## src/hdl/flag_pkg.sv

```systemverilog
package flag_pkg;

    // Register byte addresses on the APB slave.
    localparam logic [7:0] ADDR_CTRL = 8'h00;
    localparam logic [7:0] ADDR_Q1_EMPTY_OFF = 8'h04;
    localparam logic [7:0] ADDR_Q1_FULL_OFF = 8'h08;
    localparam logic [7:0] ADDR_Q2_EMPTY_OFF = 8'h0C;
    localparam logic [7:0] ADDR_Q2_FULL_OFF = 8'h10;
    localparam logic [7:0] ADDR_FLAGS = 8'h14;
    localparam logic [7:0] ADDR_COUNTS = 8'h18;
    localparam logic [7:0] ADDR_IRQ_STATUS = 8'h1C;
    localparam logic [7:0] ADDR_IRQ_CLEAR = 8'h20;
    localparam logic [7:0] ADDR_IRQ_ENABLE = 8'h24;

    // Field positions.
    localparam int CTRL_FALL_THROUGH_MODE_BIT = 0;
    localparam int COUNTS_Q2_LSB = 16;
    localparam int EV_Q1_WR_REFUSED = 0;
    localparam int EV_Q1_RD_REFUSED = 1;
    localparam int EV_Q2_WR_REFUSED = 2;
    localparam int EV_Q2_RD_REFUSED = 3;
    localparam int EV_COUNT = 4;

    // Reset values.
    localparam logic FALL_THROUGH_MODE_RESET = 1'b0;
    localparam int OFFSET_PRESET = 8;
    localparam logic [EV_COUNT-1:0] IRQ_ENABLE_RESET = 4'h0;

    // Pin group of one port: its clock and its queue write and read requests.
    typedef struct packed {
        logic clk;
        logic wr;
        logic rd;
    } port_pins_t;

    // Four status flags seen at one port.
    typedef struct packed {
        logic empty_or_outready;
        logic almost_empty;
        logic almost_full;
        logic full_or_inready;
    } port_flags_t;

    function automatic logic [15:0] bin2gray(input logic [15:0] b);
        return b ^ (b >> 1);
    endfunction

    function automatic logic [15:0] gray2bin(input logic [15:0] g);
        logic [15:0] b;
        b = 16'h0000;
        b[15] = g[15];
        for (int i = 14; i >= 0; i--)
        begin
            b[i] = b[i+1] ^ g[i];
        end
        return b;
    endfunction

endpackage
```

## src/hdl/bidir_fifo_status_flags.sv

```systemverilog
// Function
// - Full/input-ready high means a free location; low means writes are ignored.
// - Full/input-ready follows the writer clock; each accepted write advances the pointer.
// - After a freeing read, full/input-ready rises on the second writer edge.
// - A writer edge coinciding with the read is not the first sync edge.
// - A reader edge coinciding with the write is not the first sync edge.
// - Almost-empty follows the reader clock, using that queue's empty offset.
// - Almost-empty low at X or fewer memory words, high at X+1 or more.
// - Almost-empty rises on the second reader edge after the filling write.
// - Almost-full follows the writer clock, using that queue's full offset.
// - Almost-full low at depth minus Y or more words, else high.
// - Almost-full rises on the second writer edge after the draining read.
// - Output register word is not counted; fall-through loads the first word unasked.
// - Moving a word to the output register frees its location at once.
// - Fall-through flags mean output/input ready; standard flags mean empty/full.
// - Offsets come from reset presets, register writes, or serial shifting.
// - Empty flag low at zero words; full flag low only at exactly depth words.
// - Fall-through: ready and load on third reader edge; standard: second edge.
// - With the empty/output-ready flag low, reads are ignored and output stays.

////////////////////////////////////////////////////////////////////////////////

module queue_flags #(
    parameter int AW = 10
) (
    // System.
    input wire logic clk,
    input wire logic rst,
    // Writer side, one-cycle edge pulse and request.
    input wire logic wr_edge,
    input wire logic wr_req,
    // Reader side, one-cycle edge pulse and request.
    input wire logic rd_edge,
    input wire logic rd_req,
    // Configuration.
    input wire logic fall_through_mode,
    input wire logic [AW-1:0] x_off,
    input wire logic [AW-1:0] y_off,
    // Reader flags.
    output logic empty_or_outready,
    output logic almost_empty,
    // Writer flags.
    output logic almost_full,
    output logic full_or_inready,
    // Refusal pulses and word counts.
    output logic wr_refused,
    output logic rd_refused,
    output logic [AW:0] wr_cnt,
    output logic [AW:0] rd_cnt
);

    localparam int PW = AW + 1;
    localparam logic [PW-1:0] DEPTH_P = PW'(1) << AW;

    logic [PW-1:0] wptr_r;
    logic [PW-1:0] rptr_r;
    logic [PW-1:0] wgray_r;
    logic [PW-1:0] rgray_r;
    logic [PW-1:0] wg_rd1_r;
    logic [PW-1:0] wg_rd2_r;
    logic [PW-1:0] rg_wr1_r;
    logic [PW-1:0] rg_wr2_r;
    logic out_valid_r;
    logic mem_has;
    logic wr_ok;
    logic rd_adv;
    logic [PW-1:0] wptr_nxt;
    logic [PW-1:0] rptr_nxt;

    // Counts exclude the word held in the output register.
    assign rd_cnt = PW'(flag_pkg::gray2bin(16'(wg_rd2_r))) - rptr_r;
    assign wr_cnt = wptr_r - PW'(flag_pkg::gray2bin(16'(rg_wr2_r)));
    assign mem_has = (rd_cnt != '0);

    assign full_or_inready = (wr_cnt != DEPTH_P);
    assign almost_full = (wr_cnt < (DEPTH_P - {1'b0, y_off}));
    assign almost_empty = (rd_cnt > {1'b0, x_off});
    assign empty_or_outready = fall_through_mode ? out_valid_r : mem_has;

    assign wr_ok = wr_edge & wr_req & full_or_inready;
    assign wr_refused = wr_edge & wr_req & ~full_or_inready;
    assign rd_refused = rd_edge & rd_req & ~empty_or_outready;
    assign rd_adv = fall_through_mode ? (rd_edge & mem_has & (~out_valid_r | rd_req))
                         : (rd_edge & rd_req & mem_has);
    assign wptr_nxt = wptr_r + PW'(1);
    assign rptr_nxt = rptr_r + PW'(1);

    ////////////////////////////////////////////////////////////////////////////

    always_ff @(posedge clk or posedge rst)
    begin
        if (rst)
        begin
            wptr_r <= '0;
            wgray_r <= '0;
        end
        else if (wr_ok)
        begin
            wptr_r <= wptr_nxt;
            wgray_r <= PW'(flag_pkg::bin2gray(16'(wptr_nxt)));
        end
    end

    // The read pointer moves as the word enters the output register, freeing it.
    always_ff @(posedge clk or posedge rst)
    begin
        if (rst)
        begin
            rptr_r <= '0;
            rgray_r <= '0;
        end
        else if (rd_adv)
        begin
            rptr_r <= rptr_nxt;
            rgray_r <= PW'(flag_pkg::bin2gray(16'(rptr_nxt)));
        end
    end

    // Fall-through output register occupancy; it fills on the third reader edge.
    always_ff @(posedge clk or posedge rst)
    begin
        if (rst)
        begin
            out_valid_r <= 1'b0;
        end
        else if (!fall_through_mode)
        begin
            out_valid_r <= 1'b0;
        end
        else if (rd_edge && (!out_valid_r || rd_req))
        begin
            out_valid_r <= mem_has;
        end
    end

    // The pointer registers update at the same system edge as a coinciding
    // remote edge, so that edge samples the old value and cannot count.
    always_ff @(posedge clk or posedge rst)
    begin
        if (rst)
        begin
            rg_wr1_r <= '0;
            rg_wr2_r <= '0;
        end
        else if (wr_edge)
        begin
            rg_wr1_r <= rgray_r;
            rg_wr2_r <= rg_wr1_r;
        end
    end

    always_ff @(posedge clk or posedge rst)
    begin
        if (rst)
        begin
            wg_rd1_r <= '0;
            wg_rd2_r <= '0;
        end
        else if (rd_edge)
        begin
            wg_rd1_r <= wgray_r;
            wg_rd2_r <= wg_rd1_r;
        end
    end
endmodule

////////////////////////////////////////////////////////////////////////////////

module bidir_fifo_status_flags #(
    parameter int AW = 10
) (
    // System.
    input wire logic clk,
    input wire logic rst,
    // APB slave.
    input wire logic psel,
    input wire logic penable,
    input wire logic pwrite,
    input wire logic [7:0] paddr,
    input wire logic [31:0] pwdata,
    output logic [31:0] prdata,
    output logic pready,
    output logic pslverr,
    // Port pins, asynchronous to clk.
    input wire flag_pkg::port_pins_t porta_pins,
    input wire flag_pkg::port_pins_t portb_pins,
    input wire logic serial_enable,
    input wire logic serial_bit,
    // Port A flags.
    output logic porta_empty_or_outready,
    output logic porta_almost_empty,
    output logic porta_almost_full,
    output logic porta_full_or_inready,
    // Port B flags.
    output logic portb_empty_or_outready,
    output logic portb_almost_empty,
    output logic portb_almost_full,
    output logic portb_full_or_inready,
    // Interrupt.
    output logic irq
);

    localparam int EVN = flag_pkg::EV_COUNT;

    logic [7:0] pin_s1_r;
    logic [7:0] pin_s2_r;
    logic pa_clk_d_r;
    logic pb_clk_d_r;
    flag_pkg::port_pins_t pa_s;
    flag_pkg::port_pins_t pb_s;
    logic ser_en_s;
    logic ser_bit_s;
    logic pa_edge;
    logic pb_edge;
    logic fall_through_mode_r;
    logic [AW-1:0] q1_empty_off_r;
    logic [AW-1:0] q1_full_off_r;
    logic [AW-1:0] q2_empty_off_r;
    logic [AW-1:0] q2_full_off_r;
    logic [EVN-1:0] irq_status_r;
    logic [EVN-1:0] irq_enable_r;
    logic [EVN-1:0] events;
    logic [EVN-1:0] clear_bits;
    logic [31:0] prdata_r;
    logic [31:0] rdata_nxt;
    logic hit;
    logic apb_wr;
    logic [AW:0] q1_wr_cnt;
    logic [AW:0] q2_wr_cnt;
    flag_pkg::port_flags_t fa;
    flag_pkg::port_flags_t fb;

    // Two-stage synchroniser for every pin; edges are taken from stage two.
    always_ff @(posedge clk or posedge rst)
    begin
        if (rst)
        begin
            pin_s1_r <= 8'h00;
            pin_s2_r <= 8'h00;
            pa_clk_d_r <= 1'b0;
            pb_clk_d_r <= 1'b0;
        end
        else
        begin
            pin_s1_r <= {porta_pins, portb_pins, serial_enable, serial_bit};
            pin_s2_r <= pin_s1_r;
            pa_clk_d_r <= pa_s.clk;
            pb_clk_d_r <= pb_s.clk;
        end
    end

    assign {pa_s, pb_s, ser_en_s, ser_bit_s} = pin_s2_r;
    assign pa_edge = pa_s.clk & ~pa_clk_d_r;
    assign pb_edge = pb_s.clk & ~pb_clk_d_r;

    ////////////////////////////////////////////////////////////////////////////

    // Queue 1 is written from port A and read from port B.
    queue_flags #(.AW(AW)) u_q1 (
        .clk(clk),
        .rst(rst),
        .wr_edge(pa_edge),
        .wr_req(pa_s.wr),
        .rd_edge(pb_edge),
        .rd_req(pb_s.rd),
        .fall_through_mode(fall_through_mode_r),
        .x_off(q1_empty_off_r),
        .y_off(q1_full_off_r),
        .empty_or_outready(fb.empty_or_outready),
        .almost_empty(fb.almost_empty),
        .almost_full(fa.almost_full),
        .full_or_inready(fa.full_or_inready),
        .wr_refused(events[flag_pkg::EV_Q1_WR_REFUSED]),
        .rd_refused(events[flag_pkg::EV_Q1_RD_REFUSED]),
        .wr_cnt(q1_wr_cnt),
        .rd_cnt()
    );

    // Queue 2 is written from port B and read from port A.
    queue_flags #(.AW(AW)) u_q2 (
        .clk(clk),
        .rst(rst),
        .wr_edge(pb_edge),
        .wr_req(pb_s.wr),
        .rd_edge(pa_edge),
        .rd_req(pa_s.rd),
        .fall_through_mode(fall_through_mode_r),
        .x_off(q2_empty_off_r),
        .y_off(q2_full_off_r),
        .empty_or_outready(fa.empty_or_outready),
        .almost_empty(fa.almost_empty),
        .almost_full(fb.almost_full),
        .full_or_inready(fb.full_or_inready),
        .wr_refused(events[flag_pkg::EV_Q2_WR_REFUSED]),
        .rd_refused(events[flag_pkg::EV_Q2_RD_REFUSED]),
        .wr_cnt(q2_wr_cnt),
        .rd_cnt()
    );

    assign {porta_empty_or_outready, porta_almost_empty, porta_almost_full, porta_full_or_inready} = fa;
    assign {portb_empty_or_outready, portb_almost_empty, portb_almost_full, portb_full_or_inready} = fb;

    ////////////////////////////////////////////////////////////////////////////

    assign apb_wr = psel & penable & pwrite;
    assign pready = 1'b1;
    assign pslverr = psel & penable & ~hit;

    always_comb
    begin
        hit = 1'b1;
        rdata_nxt = 32'h0000_0000;
        case (paddr)
            flag_pkg::ADDR_CTRL: rdata_nxt[flag_pkg::CTRL_FALL_THROUGH_MODE_BIT] = fall_through_mode_r;
            flag_pkg::ADDR_Q1_EMPTY_OFF: rdata_nxt[AW-1:0] = q1_empty_off_r;
            flag_pkg::ADDR_Q1_FULL_OFF: rdata_nxt[AW-1:0] = q1_full_off_r;
            flag_pkg::ADDR_Q2_EMPTY_OFF: rdata_nxt[AW-1:0] = q2_empty_off_r;
            flag_pkg::ADDR_Q2_FULL_OFF: rdata_nxt[AW-1:0] = q2_full_off_r;
            flag_pkg::ADDR_FLAGS: rdata_nxt[7:0] = {fa, fb};
            flag_pkg::ADDR_COUNTS:
            begin
                rdata_nxt[AW:0] = q1_wr_cnt;
                rdata_nxt[flag_pkg::COUNTS_Q2_LSB +: AW + 1] = q2_wr_cnt;
            end
            flag_pkg::ADDR_IRQ_STATUS: rdata_nxt[EVN-1:0] = irq_status_r;
            flag_pkg::ADDR_IRQ_CLEAR: rdata_nxt = 32'h0000_0000;
            flag_pkg::ADDR_IRQ_ENABLE: rdata_nxt[EVN-1:0] = irq_enable_r;
            default: hit = 1'b0;
        endcase
    end

    // Read data is captured in the setup cycle and shown in the access cycle.
    always_ff @(posedge clk or posedge rst)
    begin
        if (rst)
        begin
            prdata_r <= 32'h0000_0000;
        end
        else if (psel && !penable && !pwrite)
        begin
            prdata_r <= rdata_nxt;
        end
    end

    assign prdata = prdata_r;

    always_ff @(posedge clk or posedge rst)
    begin
        if (rst)
        begin
            fall_through_mode_r <= flag_pkg::FALL_THROUGH_MODE_RESET;
        end
        else if (apb_wr && paddr == flag_pkg::ADDR_CTRL)
        begin
            fall_through_mode_r <= pwdata[flag_pkg::CTRL_FALL_THROUGH_MODE_BIT];
        end
    end

    // Offsets: preset at reset, register writes, or serial shift on port A edges.
    always_ff @(posedge clk or posedge rst)
    begin
        if (rst)
        begin
            q1_empty_off_r <= AW'(flag_pkg::OFFSET_PRESET);
            q1_full_off_r <= AW'(flag_pkg::OFFSET_PRESET);
            q2_empty_off_r <= AW'(flag_pkg::OFFSET_PRESET);
            q2_full_off_r <= AW'(flag_pkg::OFFSET_PRESET);
        end
        else if (apb_wr)
        begin
            case (paddr)
                flag_pkg::ADDR_Q1_EMPTY_OFF: q1_empty_off_r <= pwdata[AW-1:0];
                flag_pkg::ADDR_Q1_FULL_OFF: q1_full_off_r <= pwdata[AW-1:0];
                flag_pkg::ADDR_Q2_EMPTY_OFF: q2_empty_off_r <= pwdata[AW-1:0];
                flag_pkg::ADDR_Q2_FULL_OFF: q2_full_off_r <= pwdata[AW-1:0];
                default: q1_empty_off_r <= q1_empty_off_r;
            endcase
        end
        else if (ser_en_s && pa_edge)
        begin
            {q1_empty_off_r, q1_full_off_r, q2_empty_off_r, q2_full_off_r} <=
                {q1_empty_off_r[AW-2:0], q1_full_off_r, q2_empty_off_r, q2_full_off_r, ser_bit_s};
        end
    end

    ////////////////////////////////////////////////////////////////////////////

    assign clear_bits = (apb_wr && paddr == flag_pkg::ADDR_IRQ_CLEAR) ? pwdata[EVN-1:0] : '0;

    // A new event wins over a clear in the same cycle.
    always_ff @(posedge clk or posedge rst)
    begin
        if (rst)
        begin
            irq_status_r <= '0;
        end
        else
        begin
            irq_status_r <= (irq_status_r & ~clear_bits) | events;
        end
    end

    always_ff @(posedge clk or posedge rst)
    begin
        if (rst)
        begin
            irq_enable_r <= flag_pkg::IRQ_ENABLE_RESET;
        end
        else if (apb_wr && paddr == flag_pkg::ADDR_IRQ_ENABLE)
        begin
            irq_enable_r <= pwdata[EVN-1:0];
        end
    end

    assign irq = |(irq_status_r & irq_enable_r);

endmodule

```

## config.mk

```make
export PLATFORM = sky130hd
export DESIGN_NAME = bidir_fifo_status_flags
export DESIGN_NICKNAME = d
export VERILOG_FILES = /design/src/hdl/flag_pkg.sv /design/src/hdl/bidir_fifo_status_flags.sv
export SDC_FILE = /design/constraint.sdc
export NUM_CORES = 1
export LEC_CHECK = 0
export BUFFER_PORTS_ARGS = -buffer_cell sky130_fd_sc_hd__buf_4
export CORE_UTILIZATION = 44
export DETAILED_ROUTE_END_ITERATION = 12
export MAX_ROUTING_LAYER = met4
export PLACE_DENSITY_LB_ADDON = 0.3
export SLEW_MARGIN = 5
export SYNTH_ARGS = -nofsm -noshare
export SYNTH_HDL_FRONTEND = slang
export SYNTH_HIERARCHICAL = 1
export SYNTH_SLANG_ARGS = --single-unit
```

## constraint.sdc

```tcl
create_clock -name clk -period 9 [get_ports clk]
set_input_delay 0.45 -clock clk [delete_from_list [all_inputs] [get_ports clk]]
set_output_delay 0.45 -clock clk [all_outputs]
set_load 0.03 [all_outputs]
```

Yosys cells after proc, flatten, opt, wreduce, memory -nomap -nowiden
Cells that the tools add are included.
{ "totals": {"reg_bits": 267, "in_bits": 53, "out_inout_bits": 43} }
{ "classes": {"addsub": 10, "magnitude_cmp": 4, "eq_ne": 17, "muxes": 28, "bitwise": 80, "reduce_logical": 24} }
{ "op_table": {"columns": ["op", "n"], "rows": [
  ["two-way mux 10 bit", 12],
  ["adder 11 x 1 -> 11 bit (second input constant)", 4],
  ["subtractor 11 bit", 4],
  ["bitwise XOR 11 x 10 -> 11 bit", 4],
  ["bitwise XOR 1 bit", 40],
  ["equality test 8 x 5 -> 1 bit (second input constant)", 4],
  ["case mux 3 bit (8 select lines)", 1],
  ["case mux 4 bit (6 select lines)", 1],
  ["greater-than comparator 11 x 10 -> 1 bit", 2],
  ["less-than comparator 11 bit", 2],
  ["inequality test 11 bit (second input constant)", 2],
  ["nonzero test 11 bit", 2],
  ["subtractor 11 x 10 -> 11 bit (first input constant)", 2],
  ["AND 1 bit", 21],
  ["equality test 8 x 4 -> 1 bit (second input constant)", 2],
  ["equality test 8 x 6 -> 1 bit (second input constant)", 2],
  ["inequality test 2 x 1 -> 1 bit (second input constant)", 6],
  ["two-way mux 11 bit", 1],
  ["two-way mux 1 bit", 10],
  ["case mux 2 bit (5 select lines)", 1],
  ["OR reduction 10 bit", 1],
  ["inverter 1 bit", 9],
  ["case mux 1 bit (9 select lines)", 1],
  ["AND 4 bit", 2],
  ["other kinds (12)", 27]
]} }

Depth between registers and ports, before layout
{ "logic_depth": {"word_depth": 16, "mapped_depth": 24, "ltp_nobuf": 24} }

Hierarchy
Netlist, hierarchy kept.
{ "by_module_without_submodules": {"columns": ["module", "n_inst", "cells_each", "area_per_inst_um2", "seq_area_each_um2"], "rows": [
  ["queue_flags (u_q1)", 1, 582, 5964.5, 2177.1],
  ["queue_flags (u_q2)", 1, 587, 5908.2, 2177.1],
  ["bidir_fifo_status_flags", 1, 413, 4440.5, 2232.1]
]} }

Worst setup path after synthesis
Ideal clock, no wire load.
{ "synth_timing": {"path_type": "register -> register", "startpoint": "reg u_q1.rg_wr2_r[9]", "endpoint": "reg prdata_r[5], in the netlist prdata[5]", "arrival_ps": 5704, "setup_slack_ps": 3213, "path_stages_with_launch": 24, "path_cell_list": "dfrtp_1 xnor2_2 xor2_1 xor2_1 xor2_1 xor2_2 xor2_1 xor2_1 xor2_1 ha_1 fa_1 nor2b_1 o31a_1 a2bb2oi_2 mux2i_1 a211oi_1 inv_1 ha_1 o211ai_1 a21oi_1 a211oi_1 mux2_2 a221oi_1 o21ai_0"} }
{ "synth_between": {"elab_chain_cells": 13} }
{ "synth_rtl": {"columns": ["element", "line_no", "rtl"], "rows": [
  ["start, declared", "bidir_fifo_status_flags.sv:62", "logic [PW-1:0] rg_wr2_r;"],
  ["start signal, assigned", "bidir_fifo_status_flags.sv:148", "rg_wr2_r <= rg_wr1_r;"],
  ["bitwise XOR 1 bit *", "flag_pkg.sv:54", "b[i] = b[i+1] ^ g[i];"],
  ["bitwise XOR 1 bit (9 in series)", "flag_pkg.sv:54", null],
  ["subtractor 11 bit *", "bidir_fifo_status_flags.sv:72", "assign wr_cnt = wptr_r - PW'(flag_pkg::gray2bin(16'(rg_wr2_r)));"],
  ["named net q1_wr_cnt[10]", "bidir_fifo_status_flags.sv:228", "logic [AW:0] q1_wr_cnt;"],
  ["less-than comparator 11 bit *", "bidir_fifo_status_flags.sv:76", "assign almost_full = (wr_cnt < (DEPTH_P - {1'b0, y_off}));"],
  ["named net porta_almost_full", "bidir_fifo_status_flags.sv:192", "output logic porta_almost_full,"],
  ["case mux 4 bit (6 select lines) *", "bidir_fifo_status_flags.sv:313", "case (paddr)"],
  ["end signal, assigned", "bidir_fifo_status_flags.sv:341", "prdata_r <= rdata_nxt;"],
  ["end, declared", "bidir_fifo_status_flags.sv:224", "logic [31:0] prdata_r;"]
]} }
The timed path passes the listed nets; every way through them passes the cells marked *.
A chain may end at the register's enable or synchronous reset.

Worst setup path in the final report
{ "layout_timing": {"startpoint": "reg u_q1.rg_wr2_r[10]", "endpoint": "out porta_almost_full"} }
{ "layout_between": {"elab_chain_cells": 12} }
{ "layout_rtl": {"columns": ["element", "line_no"], "rows": [
  ["bitwise XOR 1 bit (10 in series)", "flag_pkg.sv:54"],
  ["subtractor 11 bit *", "bidir_fifo_status_flags.sv:72"],
  ["named net q1_wr_cnt[10]", "bidir_fifo_status_flags.sv:228"],
  ["less-than comparator 11 bit *", "bidir_fifo_status_flags.sv:76"],
  ["end, declared", "bidir_fifo_status_flags.sv:192"]
]} }
Marks and branches as above.

==> impl_metrics.json <==
{
  "multi_input_area_sq_mm": 0.00913,
  "clk_latency_ns": 0.57,
  "hold_path.class": "input port to flop",
  "drt_wl_total_um": 37700,
  "portBuffers": 62,
  "hold-path-endpoint": "irq_enable_r[1]",
  "dp_hpwl_um": 27500,
  "worst_pin_slew_ns": 1.06,
  "critPathLaunchType": "flop",
  "cpMaxStageDelayCell": "a211oi_1",
  "initial_core_util": 0.447,
  "ys_warn_count": 6,
  "antenna_found_initial": 1,
  "via_per_inst": 5.47,
  "seq_power_share": 0.221,
  "nFillCells": 3265,
  "syn_avg_cell_area_sq_um": 10.3,
  "synth-edff-count": 0,
  "antenna_left": 0,
  "drt_first_pass_iters": 5,
  "cts_resized": 0,
  "min-delay-start": "pwdata[1]",
  "worstPathArrival_ns": 6.38,
  "rsz0062_at_grt": "false",
  "design.die.area_sq_mm": 0.0378,
  "critPathKind": "flop to output pin",
  "skew_ns": 0.0123,
  "p_int_mw": 4.35,
  "synth-seq-area-share": 0.404,
  "synth-main-ff-cell": "dfrtp_1",
  "yosysUniqueCellTypes": 94,
  "finalSetupTns_ns": 0,
  "placementRows": 70,
  "async_flop_share": 1.00,
  "netlist_area_sq_mm": 0.0163,
  "post-route-period-util": 0.759,
  "drc": 0,
  "synth.area.top_cells": "dfrtp_1 40%, mux2_2 10%, ha_1 6.4%",
  "grt_pass1_wl_um": 61800,
  "cts_max_level": 1,
  "pwr-share-clk": 0.160,
  "status": "complete, no violations",
  "seqCellArea_sq_mm": 0.00659,
  "clock_path_buffers": 3,
  "grt_overflow_total": 0,
  "finalSetupViolations": 0,
  "synth_seq_cells": 263,
  "worst-path-max-fanout": 4,
  "io_pins": 96,
  "tritoncts": "yes",
  "fin_nets": 1783,
  "min_path_cells": 2,
  "cts.sinks": 263,
  "power.switching_mw": 3.53,
  "drt_iter0_drc": 681,
  "cts_made_buffers": 30,
  "whs_ns": 0.144,
  "cpPeakStageDelay_ns": 0.55,
  "core_sq_mm": 0.0365,
  "grt.total_usage": 0.207,
  "die_w_um": 195,
  "final_hold_viol_count": 0,
  "die_h_um": 195,
  "synth_top_area_cell": "dfrtp_1",
  "r2r_cells": 22,
  "drive_above_1_share": 0.200,
  "avgRoutedWirePerCell_um": 17.7,
  "grt_pass1_vias": 11600,
  "p_leak_nw": 8.49,
  "path_cells": "xnor2_2 > xor2_1 > xor2_1 > xor2_1 > xor2_2 > xor2_1 > xor2_1 > xor2_1 > ha_1 > fa_1 > nor2b_1 > o31a_1 > a2bb2oi_2 > mux2i_1 > a211oi_1 > inv_1 > ha_1 > o211ai_1 > a21oi_1 > a211oi_1 > buf_4",
  "synth.most_common_cell": "dfrtp_1",
  "p_sw_frac": 0.448,
  "grt_max_degree": 80,
  "ir_drop_mv": 0.249,
  "critPathCaptureType": "output pin",
  "cap_violations": 0,
  "maxSlewViolCount": 0,
  "slew_headroom": 0.293,
  "synth.top_cells.by_count": "259 x dfrtp_1, 170 x nand2_1, 151 x mux2_2",
  "root_buffer": "clkbuf_16",
  "syn_inst": 1582,
  "via_count": 11700,
  "pwr-share-comb": 0.619,
  "path_clk_slew_ns": 0.06,
  "r2r_setup_slack_ns": 2.73,
  "gp_congestion": 0.871,
  "fin_crit_ns": 6.83,
  "cp_data_required_time_ns": 8.55,
  "reg2reg_from": "u_q2/wg_rd2_r[10]",
  "area_growth_pct": 12.3,
  "r2r_end": "prdata[6]",
  "cp_common_cell": "xor2_1",
  "yosysTopAreaCellShare": 0.397,
  "powerDensity_mw_per_mm2": 430,
  "cts_setup_buffers": 0,
  "clock.fmax_ghz": 0.146
}
-- metrics by stage --
step	instances	power, mW	setup WS (ns)	util	cell area, sq um
CTS	2129	7.90	2.13	0.501	18300
detailed placement	2069	6.56	2.71	0.471	17200
global placement	2069	6.44	2.84	0.471	17200
floorplan	1591	5.39	3.21	-	16300
finish	2130	7.88	2.17	0.501	18300
global route	2130	8.58	1.67	0.501	18300
-- worst max path at each step --
stage,cells after the start,slack (ns),from,to
after floorplan,23,3.21,u_q1/rg_wr2_r[9],prdata[5]
after global placement,21,2.84,u_q1/rg_wr2_r[10],porta_almost_full
after detailed placement,21,2.71,u_q1/rg_wr2_r[10],porta_almost_full
after CTS,21,2.13,u_q1/rg_wr2_r[10],porta_almost_full
after global routing,21,1.67,u_q1/rg_wr2_r[10],porta_almost_full
final,21,2.17,u_q1/rg_wr2_r[10],porta_almost_full
-- sequential cells by signal (all words and copies together), names as in the netlist, 8 cells and up --
| name | count |
|---|---|
| q2_full_off_r | 10 |
| u_q2/rptr_r | 11 |
| u_q2/wptr_r | 11 |
| u_q1/wg_rd2_r | 11 |
| pin_s1_r | 8 |
| u_q2/rgray_r | 10 |
| q1_full_off_r | 10 |
| prdata | 22 |
| q1_empty_off_r | 10 |
| u_q1/wgray_r | 10 |
| u_q2/wg_rd1_r | 11 |
| pin_s2_r | 8 |
| u_q1/rptr_r | 11 |
| u_q2/wg_rd2_r | 11 |
| u_q1/rg_wr2_r | 11 |
| u_q1/wptr_r | 11 |
| u_q1/rgray_r | 10 |
| q2_empty_off_r | 10 |
| u_q1/rg_wr1_r | 11 |
| u_q2/rg_wr1_r | 11 |
| u_q2/rg_wr2_r | 11 |
| u_q2/wgray_r | 10 |
| u_q1/wg_rd1_r | 11 |
-- metal layers --
layer  track usage  vias up  routed length, um
met5             -        -                  0
met4        0.0629        0               1100
met3        0.0292       67               1670
met2         0.321      272              17300
met1         0.281     5665              17600
li1              -     5647                  -
-- critical path, delay by kind of cell (launching register included) --
family / cells / cell delay [ns]
xor+xnor: 8 / 1.97
compound gates: 6 / 1.65
fa+ha+maj: 3 / 1.01
buf+inv: 2 / 0.51
flops: 1 / 0.43
simple gates: 1 / 0.17
mux: 1 / 0.09
-- power groups by stage --
stage | Combinational, mW | Sequential [mW] | Clock, mW
final | 4.88 | 1.74 | 1.26
after global routing | 5.46 | 1.78 | 1.34
after CTS | 4.87 | 1.74 | 1.29
after detailed placement | 4.81 | 1.76 | 0
after global placement | 4.69 | 1.75 | 0
after floorplan | 3.74 | 1.65 | 0
-- cell usage in the layout, fill, tap and decap left out, types with 11 or more instances in the layout --
cell / Yosys / final
dfrtp_1: 259 / 259
nand2_1: 170 / 170
mux2_2: 151 / 151
xnor2_1: 115 / 115
inv_1: 92 / 89
ha_1: 84 / 84
buf_4: 13 / 72
nor2_1: 69 / 69
xor2_1: 64 / 64
a21oi_1: 48 / 48
o21ai_0: 42 / 42
nor3_1: 35 / 35
clkbuf_16: 0 / 31
nand3_1: 26 / 26
nor2b_1: 28 / 26
mux2i_1: 22 / 22
and3_1: 20 / 20
nand2b_1: 20 / 20
a31oi_1: 15 / 15
a21o_1: 15 / 15
nor4_1: 14 / 14
a22o_1: 12 / 12
nor3b_1: 11 / 11
conb_1: 2 / 11
-- layout make-up --
| cell class | count | share of cell area |
|---|---|---|
| Clock inverter | 13 | 0.00943 |
| Timing Repair Buffer | 81 | 0.0344 |
| Multi-Input combinational cell | 1174 | 0.499 |
| Sequential cell | 263 | 0.360 |
| Clock buffer | 38 | 0.0465 |
| Tap cell | 468 | 0.0320 |
| Inverter | 92 | 0.0191 |
| Antenna cell | 1 | 0.000137 |
-- cell families (layout without fill, tap and decap cells) --
| group | Yosys count | count (layout) | synth area share |
|---|---|---|---|
| AND/OR/NAND/NOR | 456 | 456 | 0.142 |
| flip-flops | 263 | 263 | 0.404 |
| AO/OA/AOI/OAI | 244 | 244 | 0.108 |
| XOR/XNOR | 190 | 190 | 0.109 |
| multiplexers | 184 | 184 | 0.128 |
| buffers and inverters | 154 | 224 | 0.0398 |
| adder cells (fa/ha/maj) | 89 | 89 | 0.0699 |
| other | 2 | 12 | 0.000460 |
-- timing repair --
action,CTS,global route
endpoints found under the hold margin,56,0
setup endpoints to repair,0,0
hold buffers,9,0
Note: power is estimated with default switching activity, not from simulation.
